## config.mk

```make
export PLATFORM = sky130hd
export DESIGN_NAME = adcscr_host
export DESIGN_NICKNAME = d
export VERILOG_FILES = /design/src/rtl/adcscr_pkg.sv /design/src/rtl/adcscr_host.sv
export SDC_FILE = /design/constraint.sdc
export NUM_CORES = 1
export LEC_CHECK = 0
export BUFFER_PORTS_ARGS = -buffer_cell sky130_fd_sc_hd__buf_4
export CAP_MARGIN = 20
export CELL_PAD_IN_SITES_DETAIL_PLACEMENT = 0
export CELL_PAD_IN_SITES_GLOBAL_PLACEMENT = 2
export CORE_MARGIN = 10
export CORE_UTILIZATION = 31
export CTS_CLUSTER_SIZE = 40
export DETAILED_ROUTE_END_ITERATION = 16
export HOLD_SLACK_MARGIN = 0.08
export PLACE_DENSITY_LB_ADDON = 0.1
export SETUP_SLACK_MARGIN = 0.2
export SYNTH_ARGS = -nofsm -noshare
export SYNTH_HDL_FRONTEND = slang
export SYNTH_SLANG_ARGS = --single-unit
export TNS_END_PERCENT = 1
```

## constraint.sdc

```tcl
create_clock -name clk_sys_i -period 2.3 [get_ports clk_sys_i]
set_clock_uncertainty 0.1 [all_clocks]
set_input_delay 0.23 -clock clk_sys_i [delete_from_list [all_inputs] [get_ports clk_sys_i]]
set_output_delay 0.23 -clock clk_sys_i [all_outputs]
set_load 0.005 [all_outputs]
```

## src/rtl/adcscr_pkg.sv

```systemverilog
package adcscr_pkg;
    // ------------------------------------------------------------------
    // configuration byte layout
    // ------------------------------------------------------------------
    localparam int CFG_BITS      = 8;
    localparam int MODE_MSB      = 7;
    localparam int MODE_LSB      = 6;
    localparam int REF_MSB       = 5;
    localparam int REF_LSB       = 4;
    localparam int PDOWN_POS     = 3;
    localparam int RESULT_BITS   = 18;
    localparam int MAX_CHAIN     = 4;

    // output modes
    localparam logic [1:0] MODE_SEL_NOBUSY = 2'h0;
    localparam logic [1:0] MODE_SEL_BUSY   = 2'h1;
    localparam logic [1:0] MODE_DC_NOBUSY  = 2'h2;
    localparam logic [1:0] MODE_DC_BUSY    = 2'h3;

    // ------------------------------------------------------------------
    // timing
    // ------------------------------------------------------------------
    localparam int CLK_NS        = 10;
    localparam int SCLK_MAX_MHZ  = 50;
    localparam int SCLK_HALF_CYC = 2;   // 3 cycles per half, 6 cycles = 16.7 MHz, below the 50 MHz limit
    localparam int QUIET_BEFORE_NS = 25;
    localparam int QUIET_AFTER_NS  = 10;
    localparam int QUIET_BEFORE_CYC = (QUIET_BEFORE_NS + CLK_NS - 1) / CLK_NS;
    localparam int QUIET_AFTER_CYC  = (QUIET_AFTER_NS + CLK_NS - 1) / CLK_NS;
    localparam int CONV_MAX_NS   = 1600;
    localparam int CONV_MAX_CYC  = (CONV_MAX_NS + CLK_NS - 1) / CLK_NS;
    localparam int CNT_W         = 8;
    localparam int BIT_CNT_W     = 7;

    // controller states, gray from ST_IDLE to ST_CFG_SH and from ST_QUIET to ST_DONE
    typedef enum logic [3:0] {
        ST_IDLE   = 4'h0,
        ST_CFG_HI = 4'h1,
        ST_CFG_FL = 4'h3,
        ST_CFG_SH = 4'h2,
        ST_QUIET  = 4'h6,
        ST_CONV   = 4'h7,
        ST_WAIT   = 4'h5,
        ST_RD_SEL = 4'h4,
        ST_RD_SH  = 4'hc,
        ST_DONE   = 4'hd
    } adcscr_state_t;
endpackage

```

## src/rtl/adcscr_host.sv

```systemverilog
`timescale 1ns/100ps
// Overview of operation
// - serial clock generated no faster than 50 MHz
// - host raises start line after config bits are clocked in
// - host holds data-in high except during a config load
// - chain of N devices needs 8 times N falling edges
// - without busy, wait max conversion time before readback
// - busy modes: data-out low signals conversion complete
// - keep clock and data quiet in early conversion phase
// - inputs quiet 25 ns before and 10 ns after start rise
// - data valid on both edges; host samples on falling edge
// - host idles serial clock low
// - read all old result bits before newer ones
module adcscr_host (
    // clock and reset
    input  wire logic        clk_sys_i,
    input  wire logic        rst_i,
    // user commands
    input  wire logic        cfg_req_i,
    input  wire logic [7:0]  cfg_byte_i,
    input  wire logic [2:0]  chain_len_m1_i,
    input  wire logic        conv_req_i,
    output logic             busy_o,
    output logic             result_valid_o,
    output logic [17:0]      result_o,
    output logic [1:0]       result_idx_o,
    // device pins
    output logic             convert_start_select_o,
    output logic             sclk_o,
    output logic             din_o,
    input  wire logic        dout_i
);
    // ------------------------------------------------------------------
    // input synchroniser
    // ------------------------------------------------------------------
    logic dout_s1_q, dout_s2_q;
    always_ff @(posedge clk_sys_i) begin
        dout_s1_q <= dout_i;
        dout_s2_q <= dout_s1_q;
    end

    // ------------------------------------------------------------------
    // controller
    // ------------------------------------------------------------------
    adcscr_pkg::adcscr_state_t st_q, st_d;
    localparam int CNT_W = adcscr_pkg::CNT_W;  // timer width for the compare casts
    logic [adcscr_pkg::CNT_W-1:0]     tmr_q, tmr_d;
    logic [adcscr_pkg::BIT_CNT_W-1:0] bit_q, bit_d, nbits;
    logic [7:0]  cfg_q, cfg_d, mode_cfg_q, mode_cfg_d;
    logic [17:0] sh_q, sh_d, res_q, res_d;
    logic [1:0]  idx_q, idx_d, chain_q, chain_d;
    logic        cs_q, cs_d, sclk_q, sclk_d, din_q, din_d, val_q, val_d;
    logic        busy_mode, chain_mode;

    assign busy_mode  = mode_cfg_q[adcscr_pkg::MODE_LSB];
    assign chain_mode = mode_cfg_q[adcscr_pkg::MODE_MSB];
    // busy modes need one extra edge for the flag bit
    assign nbits = busy_mode ?
                   7'(adcscr_pkg::RESULT_BITS + 1) : 7'(adcscr_pkg::RESULT_BITS);

    // next-state logic
    always_comb begin
        st_d = st_q;
        tmr_d = tmr_q;
        bit_d = bit_q;
        cfg_d = cfg_q;
        mode_cfg_d = mode_cfg_q;
        sh_d = sh_q;
        res_d = res_q;
        idx_d = idx_q;
        chain_d = chain_q;
        cs_d = cs_q;
        sclk_d = sclk_q;
        din_d = 1'b1;
        val_d = 1'b0;
        case (st_q)
            adcscr_pkg::ST_IDLE: begin
                sclk_d = 1'b0;
                cs_d = 1'b1;
                if (cfg_req_i) begin
                    // bits 2:0 forced to zero
                    cfg_d = {cfg_byte_i[7:3], 3'h0};
                    chain_d = chain_len_m1_i[1:0];
                    sclk_d = 1'b1;
                    tmr_d = '0;
                    st_d = adcscr_pkg::ST_CFG_HI;
                end else if (conv_req_i) begin
                    // start line low through the quiet time, its rise samples
                    cs_d = 1'b0;
                    tmr_d = '0;
                    st_d = adcscr_pkg::ST_QUIET;
                end
            end
            adcscr_pkg::ST_CFG_HI: begin
                // clock high, then drop start line to enter config write
                tmr_d = tmr_q + 1'b1;
                if (tmr_q == CNT_W'(adcscr_pkg::SCLK_HALF_CYC)) begin
                    cs_d = 1'b0;
                    tmr_d = '0;
                    bit_d = '0;
                    din_d = cfg_q[7];
                    st_d = adcscr_pkg::ST_CFG_FL;
                end
            end
            adcscr_pkg::ST_CFG_FL: begin
                din_d = cfg_q[7];
                tmr_d = tmr_q + 1'b1;
                if (tmr_q == CNT_W'(adcscr_pkg::SCLK_HALF_CYC)) begin
                    sclk_d = 1'b0;
                    tmr_d = '0;
                    st_d = adcscr_pkg::ST_CFG_SH;
                end
            end
            adcscr_pkg::ST_CFG_SH: begin
                din_d = cfg_q[7];
                tmr_d = tmr_q + 1'b1;
                if (tmr_q == CNT_W'(adcscr_pkg::SCLK_HALF_CYC)) begin
                    tmr_d = '0;
                    bit_d = bit_q + 1'b1;
                    // same byte sent to each device in the chain
                    cfg_d = {cfg_q[6:0], cfg_q[7]};
                    if (bit_q == 7'({chain_q, 3'h7})) begin
                        cs_d = 1'b1;
                        // takes effect from the next conversion
                        // one more rotation gives the byte as sent
                        mode_cfg_d = {cfg_q[6:0], cfg_q[7]};
                        // sent shutdown bit sits one place lower here
                        if (cfg_q[adcscr_pkg::PDOWN_POS - 1])
                            mode_cfg_d = 8'h00;
                        st_d = adcscr_pkg::ST_DONE;
                    end else begin
                        sclk_d = 1'b1;
                        st_d = adcscr_pkg::ST_CFG_FL;
                    end
                end
            end
            adcscr_pkg::ST_QUIET: begin
                // clock and data idle before the sampling edge
                tmr_d = tmr_q + 1'b1;
                if (tmr_q == CNT_W'(adcscr_pkg::QUIET_BEFORE_CYC)) begin
                    cs_d = 1'b1;
                    tmr_d = '0;
                    st_d = adcscr_pkg::ST_CONV;
                end
            end
            adcscr_pkg::ST_CONV: begin
                tmr_d = tmr_q + 1'b1;
                if (tmr_q == CNT_W'(adcscr_pkg::QUIET_AFTER_CYC)) begin
                    tmr_d = '0;
                    st_d = adcscr_pkg::ST_WAIT;
                    if (busy_mode)
                        cs_d = 1'b0;  // watch for the completion flag
                end
            end
            adcscr_pkg::ST_WAIT: begin
                tmr_d = tmr_q + 1'b1;
                // busy modes: data-out low flags completion
                if (busy_mode ? (!dout_s2_q && tmr_q > CNT_W'(adcscr_pkg::QUIET_AFTER_CYC))
                              : (tmr_q == CNT_W'(adcscr_pkg::CONV_MAX_CYC))) begin
                    cs_d = 1'b0;
                    tmr_d = '0;
                    bit_d = '0;
                    idx_d = '0;
                    st_d = adcscr_pkg::ST_RD_SEL;
                end
            end
            adcscr_pkg::ST_RD_SEL: begin
                tmr_d = tmr_q + 1'b1;
                if (tmr_q == CNT_W'(adcscr_pkg::SCLK_HALF_CYC)) begin
                    sclk_d = 1'b1;
                    tmr_d = '0;
                    st_d = adcscr_pkg::ST_RD_SH;
                end
            end
            adcscr_pkg::ST_RD_SH: begin
                tmr_d = tmr_q + 1'b1;
                if (tmr_q == CNT_W'(adcscr_pkg::SCLK_HALF_CYC)) begin
                    tmr_d = '0;
                    // sample just before the falling edge, MSB first
                    sh_d = {sh_q[16:0], dout_s2_q};
                    sclk_d = 1'b0;
                    st_d = adcscr_pkg::ST_RD_SEL;
                    if (bit_q == nbits - 7'h1) begin
                        // whole word read before the next conversion
                        res_d = {sh_q[16:0], dout_s2_q};
                        val_d = 1'b1;
                        bit_d = '0;
                        idx_d = idx_q + 1'b1;
                        // chain: keep clocking results through
                        if (!chain_mode || idx_q == chain_q) begin
                            cs_d = 1'b1;
                            st_d = adcscr_pkg::ST_DONE;
                        end
                    end else begin
                        bit_d = bit_q + 1'b1;
                    end
                end
            end
            adcscr_pkg::ST_DONE: begin
                // activity ends before the next sampling edge
                sclk_d = 1'b0;
                cs_d = 1'b1;
                st_d = adcscr_pkg::ST_IDLE;
            end
            default: begin
                st_d = adcscr_pkg::ST_IDLE;
            end
        endcase
    end

    // state registers
    always_ff @(posedge clk_sys_i) begin
        if (rst_i) begin
            st_q <= adcscr_pkg::ST_IDLE;
            tmr_q <= '0;
            bit_q <= '0;
            cfg_q <= 8'h00;
            mode_cfg_q <= 8'h00;
            sh_q <= '0;
            res_q <= '0;
            idx_q <= '0;
            chain_q <= '0;
            cs_q <= 1'b1;
            sclk_q <= 1'b0;
            din_q <= 1'b1;
            val_q <= 1'b0;
        end else begin
            st_q <= st_d;
            tmr_q <= tmr_d;
            bit_q <= bit_d;
            cfg_q <= cfg_d;
            mode_cfg_q <= mode_cfg_d;
            sh_q <= sh_d;
            res_q <= res_d;
            idx_q <= idx_d;
            chain_q <= chain_d;
            cs_q <= cs_d;
            sclk_q <= sclk_d;
            din_q <= din_d;
            val_q <= val_d;
        end
    end

    // outputs
    assign busy_o = (st_q != adcscr_pkg::ST_IDLE);
    assign result_valid_o = val_q;
    assign result_o = res_q;
    assign result_idx_o = idx_q - 2'h1;
    assign convert_start_select_o = cs_q;
    assign sclk_o = sclk_q;
    assign din_o = din_q;
endmodule // adcscr_host

```

==> impl_metrics.csv <==
group,metric,value,unit
worst_setup_path,worst-r2r-setup-slack,0.20,ns
global_route,grt_max_degree,60,
routing,drt_drc_violations_left,0,
final_layout,post_route_cells_drive_above_1_share,0.240,
timing,worst_pin_slew,0.802,ns
worst_setup_path,worst-endpoint-required,2.43,ns
timing,maxSlewViolCount,0,
placed_design,routabilityCongestion,0.750,
floorplan,fp.dieH,126,µm
floorplan,core_region_area,0.0109,mm²
worst_hold_path,endpoint_worst_hold,"sclk_o",
timing,fmax,477,MHz
floorplan,floorplan_die_area,0.0158,mm²
global_route,grt_pass1_vias,2957,
synth,yosys-top-cells-area,"sky130_fd_sc_hd__dfxtp_1 43%, sky130_fd_sc_hd__nor2_1 7.3%, sky130_fd_sc_hd__nand2_1 7.0%",
timing,rsz_0062_raised_after_global_routing,"true",
synth,netlist-cell-type-count,57,
timing,timing_hold_violations_final,0,
worst_setup_path,cp-start-kind,"flop",
clocking,clkSinkCount,74,
final_layout,finalCoreUtilization,0.410,
timing,finalSetupTns,0,ns
clocking,htreeDepth,3,
floorplan,ioPinCount,41,
routing,number_of_routed_nets_with_antenna_violations,0,
routing,drt_pass1_iterations,4,
clocking,cts.root.buffer_cell,"sky130_fd_sc_hd__clkbuf_8",
synth,post_synth_inst_count,420,
worst_setup_path,cp_data_arrival_time,2.23,ns
synth,synth-main-ff-cell,"sky130_fd_sc_hd__dfxtp_1",
worst_hold_path,timing.hold.worst.class,"in -> reg",
global_route,grt_overflow_total,0,
floorplan,row_count,38,
power_and_ir_drop,power.static_leakage,1.71,nW
timing,finalSetupViolations,0,
final_layout,layout.cells.most_common_list,"72 x sky130_fd_sc_hd__buf_4, 70 x sky130_fd_sc_hd__dfxtp_1, 65 x sky130_fd_sc_hd__nor2_1",
global_route,global_route_wire_length_before_repair,15.3,mm
global_route,global_route.usage.total,0.116,
floorplan,chipWidth,126,µm
worst_hold_path,worst_hold_path.num_cells,4,
synth,netlist_area,0.00346,mm²
synth,synth_enable_flop_cells,0,
synth,yosysTopAreaCellShare,0.428,
clocking,path_clk_slew,0.08,ns
timing,fin_worst_hold_slack,0.214,ns
synth,syn-num-nets,441,
placed_design,place.detailed.hpwl,6.17,mm
placed_design,placed_cells,603,
timing,slew_headroom,0.452,
synth,synth_warnings,0,
clocking,tritoncts,"built",
placed_design,port_buffers,36,
routing,drt-vias-per-instance,4.85,
routing,initial_drt_markers,193,
final_layout,mostFrequentLayoutCell,"sky130_fd_sc_hd__buf_4",
final_layout,insertedDiodeCount,0,
routing,vias,3082,
final_layout,nNetsFinal,511,
worst_setup_path,worstRegToRegCells,9,
synth,synthArstFlopShare,0,
synth,postSynthRegisterBits,74,
floorplan,starting_utilization_of_the_core_area,0.318,
final_layout,area_delta_synth_final,28.9,%
clocking,insertion_delay,0.36,ns
worst_setup_path,critical_path.max_fanout,6,
synth,sequential_area_share_after_synthesis,0.428,
clocking,clockBufferDepth,2,
synth,synthesis.area_per_instance,8.25,µm²
routing,drt_wl_total,9.13,mm
timing,final_min_period_over_clock_period,0.912,
timing,period_needed,2.10,ns
worst_hold_path,hold_path_startpoint,"cfg_req_i",
worst_setup_path,rr_startpoint,"tmr_q[1]",
job,cap_violations,0,
worst_setup_path,worstReg2RegEnd,"st_q[0]",
synth,yosysTopAreaCell,"sky130_fd_sc_hd__dfxtp_1",
final_layout,finalNonFillerCells,635,
global_route,grt_antenna_before_repair,0,
routing,drt-wirelength-per-cell,14.4,µm
clocking,cts-buffers-inserted,9,
run_status,status,"finished clean",
power_and_ir_drop,peakVddDrop,0.000478,V
worst_setup_path,critical_path.endpoint_type,"flop",
worst_setup_path,crit_path_category,"reg -> reg",
power_and_ir_drop,powerDensity,922,mW/mm²
==> where the power goes <==
part           internal, mW  switching (mW)  leakage [nW]
clock                 0.614           0.516         0.107
sequential             1.39          0.0972         0.602
combinational         0.720           0.780          1.01
==> critical path, cell delays in order (launching register included) <==
cell and delay [ns]:
sky130_fd_sc_hd__dfxtp_2 0.36, sky130_fd_sc_hd__inv_2 0.05, sky130_fd_sc_hd__ha_1 0.18, sky130_fd_sc_hd__mux2_2 0.27, sky130_fd_sc_hd__a311o_1 0.31, sky130_fd_sc_hd__o21ai_2 0.08
sky130_fd_sc_hd__nand3b_1 0.25, sky130_fd_sc_hd__buf_4 0.16, sky130_fd_sc_hd__mux2i_1 0.17, sky130_fd_sc_hd__nor2_1 0.05
==> kinds of logic after synthesis <==
family | count (synthesis) | synth area share
buf+inv | 30 | 0.0372
mux | 14 | 0.0408
flops | 74 | 0.428
compound gates | 82 | 0.155
simple gates | 198 | 0.278
fa+ha+maj | 5 | 0.0181
xor+xnor | 17 | 0.0430
==> layout make-up <==
cell class | instances | area (µm²)
clock inverter | 6 | 87.6
fill | 1146 | 6420
inverter | 7 | 26.3
clock buffer | 10 | 128
sequential | 74 | 1490
multi-input combinational | 316 | 1900
timing repair buffer | 82 | 661
tap | 140 | 175
==> state kept, by name (all words and copies together) (netlist names), 2 cells and up <==
register,cells
tmr_q,8
mode_cfg_q,2
idx_q,2
bit_q,7
cfg_q,8
sh_q,17
st_q,4
result_o,18
chain_q,2
==> what timing repair did <==
item / in CTS / in global routing
pin swaps: 5 / 2
endpoints found under the setup margin: 28 / 48
hold buffers: 8 / 0
endpoints found under the hold margin: 8 / 0
resized for setup: 6 / 8
buffers inserted: 6 / 2
cloned: 0 / 0
==> layer usage <==
layer | track usage | wire length [µm] | up-vias
met5 | 0 | 0 | -
met4 | 0.0373 | 133 | 0
met3 | 0.0310 | 317 | 11
met2 | 0.183 | 4110 | 42
met1 | 0.151 | 4580 | 1440
li1 | - | - | 1589
==> per-stage QoR <==
step                power (mW)  instance area (µm²)  setup slack, ns
floorplan                 2.35                 3480            0.219
global placement          2.88                 4070           0.0818
detailed placement        2.88                 4070           0.0726
CTS                       4.11                 4420            0.127
global route              4.39                 4460           0.0860
finish                    4.11                 4460            0.203
==> worst max path at each step <==
| stage | start | endpoint | slack [ns] |
|---|---|---|---|
| floorplan | tmr_q[1] | bit_q[5] | 0.22 |
| global placement | tmr_q[0] | tmr_q[4] | 0.08 |
| detailed placement | tmr_q[0] | bit_q[5] | 0.07 |
| CTS | tmr_q[1] | st_q[2] | 0.13 |
| global route | tmr_q[4] | convert_start_select_o | 0.09 |
| finish | tmr_q[1] | st_q[0] | 0.20 |
==> Yosys cell counts (all sizes together), types with 3 or more instances <==
master,instances
o21ai,18
buf,9
xnor2,4
inv,7
xor2,13
a211oi,3
a311oi,8
nor2b,3
ha,5
nor3,12
nand3,11
dfxtp,74
nand2,67
nand3b,3
a31oi,3
nand2b,4
a21oi,33
and3,5
or2,3
nand4,7
clkbuf,14
nor4,3
mux2i,13
nor2,70
Note: power is estimated with default switching activity, not from simulation.
